`config.mk`:
```
export PLATFORM = sky130hd
export DESIGN_NAME = irendec_top
export DESIGN_NICKNAME = d
export VERILOG_FILES = /design/src/irendec_pkg.sv /design/src/irendec_baud_tick.sv /design/src/irendec_top.sv
export VERILOG_INCLUDE_DIRS = /design/src /design/src/src
export SDC_FILE = /design/constraint.sdc
export NUM_CORES = 1
export LEC_CHECK = 0
export ABC_AREA = 1
export BUFFER_PORTS_ARGS = -buffer_cell sky130_fd_sc_hd__buf_2
export CORE_MARGIN = 4
export CORE_UTILIZATION = 60
export CTS_BUF_LIST = sky130_fd_sc_hd__clkbuf_8
export DETAILED_ROUTE_END_ITERATION = 8
export PLACE_DENSITY = 0.81
export SYNTH_ARGS = -nofsm -noshare
export SYNTH_HDL_FRONTEND = slang
export SYNTH_HIERARCHICAL = 1
export SYNTH_SLANG_ARGS = --single-unit
```
`constraint.sdc`:
```
create_clock -name mclk -period 2.6 [get_ports mclk]
set_input_delay 0.52 -clock mclk [delete_from_list [all_inputs] [get_ports mclk]]
set_output_delay 0.52 -clock mclk [all_outputs]
set_load 0.01 [all_outputs]
```
`src/irendec_regs.svh`:
```
`ifndef IRENDEC_REGS_SVH
`define IRENDEC_REGS_SVH
`define IRENDEC_CNT_W 4
`define IRENDEC_DIV_W 16
`define IRENDEC_CNT_LAST 4'hF
`define IRENDEC_PULSE_FIRST 4'h7
`define IRENDEC_PULSE_LAST 4'h9
`define IRENDEC_UPDATE_CNT 4'h8
`define IRENDEC_WINDOW_CNT 4'hC
`endif

```
`src/irendec_pkg.sv`:
```
`include "irendec_regs.svh"
package irendec_pkg;
	typedef enum logic {IRENDEC_IDLE, IRENDEC_RUN} irendec_state_type;
	// Encoder state: bit being sent and its tick position
	typedef struct packed {
		logic bit_val;
		logic [`IRENDEC_CNT_W-1:0] cnt;
	} irendec_enc_type;
	// Decoder state
	typedef struct packed {
		irendec_state_type state;
		logic [`IRENDEC_CNT_W-1:0] cnt;
		logic pend;
		logic win;
	} irendec_dec_type;
endpackage

```
`src/irendec_baud_tick.sv`:
```
`timescale 1ns/1ps
`include "irendec_regs.svh"
module irendec_baud_tick #(
	parameter int DIV_W = `IRENDEC_DIV_W
) (
	input wire logic mclk,
	input wire logic rst_n,
	input wire logic [DIV_W/2-1:0] div_high,
	input wire logic [DIV_W/2-1:0] div_low,
	output logic tick
);
	logic [DIV_W-1:0] div_cnt_reg;
	logic [DIV_W-1:0] div_cnt_next;
	logic tick_reg;
	logic tick_next;
	logic [DIV_W-1:0] divisor;

	// Divisor of zero wraps and gives the longest period
	assign divisor = {div_high, div_low};
	// At or above the end count, so a divisor lowered below the running
	// count ticks at once instead of waiting for a full wrap
	always_comb begin
		tick_next = (div_cnt_reg >= DIV_W'(divisor - 1'b1));
		div_cnt_next = tick_next ? '0 : DIV_W'(div_cnt_reg + 1'b1);
	end

	always_ff @(posedge mclk or negedge rst_n) begin
		if (!rst_n) begin
			div_cnt_reg <= '0;
			tick_reg <= 1'b0;
		end else begin
			div_cnt_reg <= div_cnt_next;
			tick_reg <= tick_next;
		end
	end

	assign tick = tick_reg;
endmodule

```
`src/irendec_top.sv`:
```
`timescale 1ns/1ps
`include "irendec_regs.svh"
module irendec_top
	import irendec_pkg::*;
#(
	parameter int DIV_W = `IRENDEC_DIV_W
) (
	input wire logic mclk,
	input wire logic rst_n,
	input wire logic infrared_enable_bit,
	input wire logic [DIV_W/2-1:0] baud_div_high,
	input wire logic [DIV_W/2-1:0] baud_div_low,
	input wire logic uart_txd,
	input wire logic uart_tx_busy,
	output logic uart_rxd,
	output logic txd_pin_out,
	input wire logic rxd_pin_in,
	output logic baud_tick
);
	localparam logic [`IRENDEC_CNT_W-1:0] CNT_ONE = 4'h1;
	logic tick;
	irendec_enc_type enc_reg;
	irendec_enc_type enc_next;
	irendec_dec_type dec_reg;
	irendec_dec_type dec_next;
	logic rx_s1_reg;
	logic rx_s2_reg;
	logic rx_s3_reg;
	logic rx_fall;
	logic ir_mod;
	logic txd_pin_reg;
	logic txd_pin_next;
	logic rxd_out_reg;
	logic rxd_out_next;
	logic rx_allowed;

	// One baud tick per divisor count; 16 ticks make one bit
	irendec_baud_tick #(.DIV_W(DIV_W)) u_tick (
		.mclk(mclk),
		.rst_n(rst_n),
		.div_high(baud_div_high),
		.div_low(baud_div_low),
		.tick(tick)
	);
	assign baud_tick = tick;

	// Encoder: restart the symbol whenever the UART line changes level.
	// The UART only changes its line on bit edges, so this aligns the
	// 16-tick symbol without needing the UART's internal phase.
	always_comb begin
		enc_next = enc_reg;
		if (tick) begin
			if (uart_txd != enc_reg.bit_val) begin
				enc_next.bit_val = uart_txd;
				enc_next.cnt = '0;
			end else begin
				enc_next.cnt = enc_reg.cnt + CNT_ONE;
			end
		end
	end

	// High only for ticks 7..9 of a zero bit; a one stays low
	assign ir_mod = !enc_reg.bit_val &&
		enc_reg.cnt >= `IRENDEC_PULSE_FIRST &&
		enc_reg.cnt <= `IRENDEC_PULSE_LAST;

	// Pin drive selects modulated or plain UART data
	always_comb begin
		txd_pin_next = infrared_enable_bit ? ir_mod : uart_txd;
	end

	always_ff @(posedge mclk or negedge rst_n) begin
		if (!rst_n) begin
			enc_reg <= '{bit_val: 1'b1, cnt: '0};
			txd_pin_reg <= 1'b0;
		end else begin
			enc_reg <= enc_next;
			txd_pin_reg <= txd_pin_next;
		end
	end
	assign txd_pin_out = txd_pin_reg;

	// Pin synchroniser; the edge detector looks only at stages two and three
	always_ff @(posedge mclk or negedge rst_n) begin
		if (!rst_n) begin
			rx_s1_reg <= 1'b1;
			rx_s2_reg <= 1'b1;
			rx_s3_reg <= 1'b1;
		end else begin
			rx_s1_reg <= rxd_pin_in;
			rx_s2_reg <= rx_s1_reg;
			rx_s3_reg <= rx_s2_reg;
		end
	end
	assign rx_fall = rx_s3_reg && !rx_s2_reg;

	// Our own transmit echo must not be decoded
	assign rx_allowed = infrared_enable_bit && !uart_tx_busy;

	// Decoder: pend holds the bit to hand over at count 8, assumed one
	// until a pulse is seen, so a silent window yields a one.
	always_comb begin
		dec_next = dec_reg;
		if (!rx_allowed) begin
			dec_next = '{state: IRENDEC_IDLE, cnt: '0, pend: 1'b1, win: 1'b0};
		end else if (rx_fall) begin
			dec_next.state = IRENDEC_RUN;
			dec_next.cnt = '0;
			dec_next.pend = 1'b0;
			dec_next.win = 1'b0;
		end else if (tick) begin
			case (dec_reg.state)
				IRENDEC_IDLE: begin
					dec_next.cnt = '0;
				end
				IRENDEC_RUN: begin
					dec_next.cnt = dec_reg.cnt + CNT_ONE;
					if (dec_next.cnt == `IRENDEC_WINDOW_CNT) begin
						dec_next.win = 1'b1;
					end
					// A second count of 8 with no pulse closes the window
					if (dec_next.cnt == `IRENDEC_UPDATE_CNT) begin
						dec_next.pend = 1'b1;
						if (dec_reg.pend) begin
							dec_next.state = IRENDEC_IDLE;
							dec_next.win = 1'b0;
							dec_next.cnt = '0;
						end
					end
				end
				default: begin
					dec_next.state = IRENDEC_IDLE;
				end
			endcase
		end
	end

	// While decoding is allowed, the UART receive line moves only at count 8; it never sees the resets
	always_comb begin
		rxd_out_next = rxd_out_reg;
		if (!infrared_enable_bit) begin
			rxd_out_next = rx_s2_reg;
		end else if (!rx_allowed) begin
			rxd_out_next = 1'b1;
		end else if (tick && dec_reg.state == IRENDEC_RUN &&
			dec_reg.cnt == `IRENDEC_UPDATE_CNT - CNT_ONE) begin
			rxd_out_next = dec_reg.pend;
		end
	end

	always_ff @(posedge mclk or negedge rst_n) begin
		if (!rst_n) begin
			dec_reg <= '{state: IRENDEC_IDLE, cnt: '0, pend: 1'b1, win: 1'b0};
			rxd_out_reg <= 1'b1;
		end else begin
			dec_reg <= dec_next;
			rxd_out_reg <= rxd_out_next;
		end
	end
	assign uart_rxd = rxd_out_reg;
endmodule

```
==> impl_results.md <==
* Status: finished clean
* Drt wl/cell at 11.0 um
* RSZ-0062 raised after global routing: no
* Crit Path Max Fanout at 17
* First-pass GRT wire length at 8420 um
* VDD IR max at 0.299 mV
* Synth top area share at 26.9%
* Share of post-route cells with drive strength above 1 at 19.5%
* GRT Overall Usage at 20.1%
* GP Congestion at 0.860
* Mapped Cells at 326
* Post-layout power at 1.53 mW
* Synth warnings at 6
* CTS root buffer: clkbuf_8
* IO Count at 25
* Number of diodes at 0
* CTS tree: done
* # Max-Cap Violations at 0
* Yosys cell types at 25
* Worst Max-Slew Pin Slew at 713 ps
* Fillers at 345
* Final nets at 403
* Post-CTS Setup Bufs at 0
* Min Hold Slack at 283 ps
* Worst hold path class: input pin to async pin
* Final Skew at 6.21 ps
* Leading area contributor after synthesis: dfrtp_1
* Multi-input gate area at 1480 um^2
* Arr. time, crit path at 2440 ps
* Die Span Y at 72.7 um
* Main flop type after synthesis: dfrtp_1
* DRT Pass-1 Iters at 4
* Max FFs per register at 16
* CTS Buf Count at 5
* Final hold vios at 0
* Flop and latch count out of synthesis at 33
* Total grt overflow at 0
* R2R depth at 6
* Die Width at 72.7 um
* Critical path class: input pin to flop
* Initial antenna violation count at 0
* Post-DP HPWL at 3600 um
* Slew headroom at 52.4%
* Core box area at 4030 um^2
* TritonCTS Sinks at 33
* Async SR Flop Fraction at 100%
* Pin count of the biggest net entering global routing at 34
* Cts hold-fix bufs at 0
* Iteration-0 DRC Markers at 90
* DRT Wirelength at 4490 um
* Clock Path Buffers at 2
* Power per cell area at 545 nW/um^2
* Antenna Nets Post-Route at 0
* Minimum clock period at 2270 ps
* Sequential share of the synthesized area at 33.2%
* Final setup viols at 0
* Leakage at 1.44 nW
* Residual DRC at 0
* Highest Clock Rate at 440 MHz
* Final Max Tran Viols at 0
* Htree depth at 2
* # port buffers at 24
* Tcrit/Tclk final at 87.5%
* Most frequent cell after synthesis: nand2_1
* DR vias/cell at 5.03
* Worst path required time at 2760 ps
* Mean post-synth cell area at 7.70 um^2
* Area growth syn-to-layout at 12.1%
* Core Util, Final at 69.8%
* Via count at 2057
* Die area at 5280 um^2
* Worst-path clk slew at 70 ps
* FP Rows at 23
* Synth top area cells: dfrtp_1 (27%), ha_1 (11%), nand2_1 (10%), inv_1 (6.9%), nor2_1 (6.9%)
* Top cells by count, synth: nand2_1 (69), inv_1 (46), nor2_1 (46)
* Vias in the first global route at 2044
* Number of synthesized flops with an enable pin at 0
* Worst Setup Start Kind: input pin
* Starting Density at 62.3%
* Mapped Area at 2510 um^2
* Post-Syn Nets at 371
* Register area at 833 um^2
* Worst skew pair latency at 280 ps
* CP endpoint kind: flop
## cell type report
cell class	instances	area share [%]
well taps	50	2.22
multi-input cells	242	52.4
flip-flops and latches	33	29.6
repair buffers	27	5.07
clock inverters	2	1.20
clock buffers	6	2.93
inverters	49	6.54
## worst max-delay path, cell delays in order
cell and delay [ps]:
buf_2 90, inv_1 80, ha_1 180, inv_1 70, nor3_1 240, nand2_1 140
xor2_1 140, inv_1 60, ha_1 260, nand2_1 60, nor3_1 200, nand2_1 140
nand2_4 200, nor2_1 70
## power by group
| part | internal (mW) | switching (mW) |
|---|---|---|
| sequential | 0.581 | 0.0989 |
| combinational | 0.155 | 0.208 |
| clock | 0.308 | 0.182 |
| total | 1.04 | 0.490 |
## through the flow
| step | setup TNS (ps) | cell area [um^2] | std cells | setup slack (ps) |
|---|---|---|---|---|
| CTS | 0 | 2810 | 409 | 206 |
| global route | 0 | 2810 | 409 | 16.1 |
| global placement | 0 | 2690 | 401 | 25.1 |
| floorplan | 0 | 2510 | 326 | 277 |
| finish | 0 | 2810 | 409 | 326 |
| detailed placement | -1250 | 2690 | 401 | -99.0 |
## per-layer routing
metal,routed length (um),vias to the layer above,global-route usage (%)
li1,-,1089,-
met1,1970,921,23.9
met2,2250,38,34.6
met3,182,9,3.72
met4,91,0,9.84
met5,0,-,0
## final timing paths
| check | start | end | slack, ps |
|---|---|---|---|
| max | baud_div_low[0] | u_tick/div_cnt_reg[11] | 330 |
| min | rst_n | enc_reg[3] | 280 |
| max reg2reg | u_tick/div_cnt_reg[9] | u_tick/div_cnt_reg[2] | 910 |
| min reg2reg | rx_s1_reg | rx_s2_reg | 360 |
| max in group asynchronous | rst_n | u_tick/div_cnt_reg[13] | 1850 |
| min in group mclk | rxd_pin_in | rx_s1_reg | 330 |
## cells by family (layout without fill, tap and decap cells)
logic type	after synthesis	count (layout)	share of synthesized area, %
and+or+nand+nor	168	168	32.6
buffers and inverters	51	84	8.23
DFF	33	33	33.2
adders and majority gates	23	23	11.5
xor gates and xnor gates	24	24	8.38
AOI/OAI and AO/OA	27	27	6.13
## cells in the final DEF, fill, tap and decap left out
master,n
a21oi_1,11
a21oi_2,3
buf_2,24
buf_4,3
bufinv_16,1
clkbuf_8,6
dfrtp_1,27
dfstp_2,6
ha_1,23
inv_1,47
inv_2,3
nand2_1,69
nand2_2,3
nand2_4,3
nand3_1,17
nand3_2,4
nand3b_1,1
nand4_1,8
nor2_1,46
nor2_2,6
nor2_4,3
nor3_1,4
nor3_4,4
o21ai_0,11
o21bai_2,1
o22ai_1,1
xnor2_1,9
xor2_1,15
## timing repair
item | 4_1_cts | 5_1_grt
endpoints found under the setup margin | 0 | 16
endpoints found under the hold margin | 0 | 0
resized for setup | 0 | 1
No activity file was read; power rests on OpenSTA's default activity.
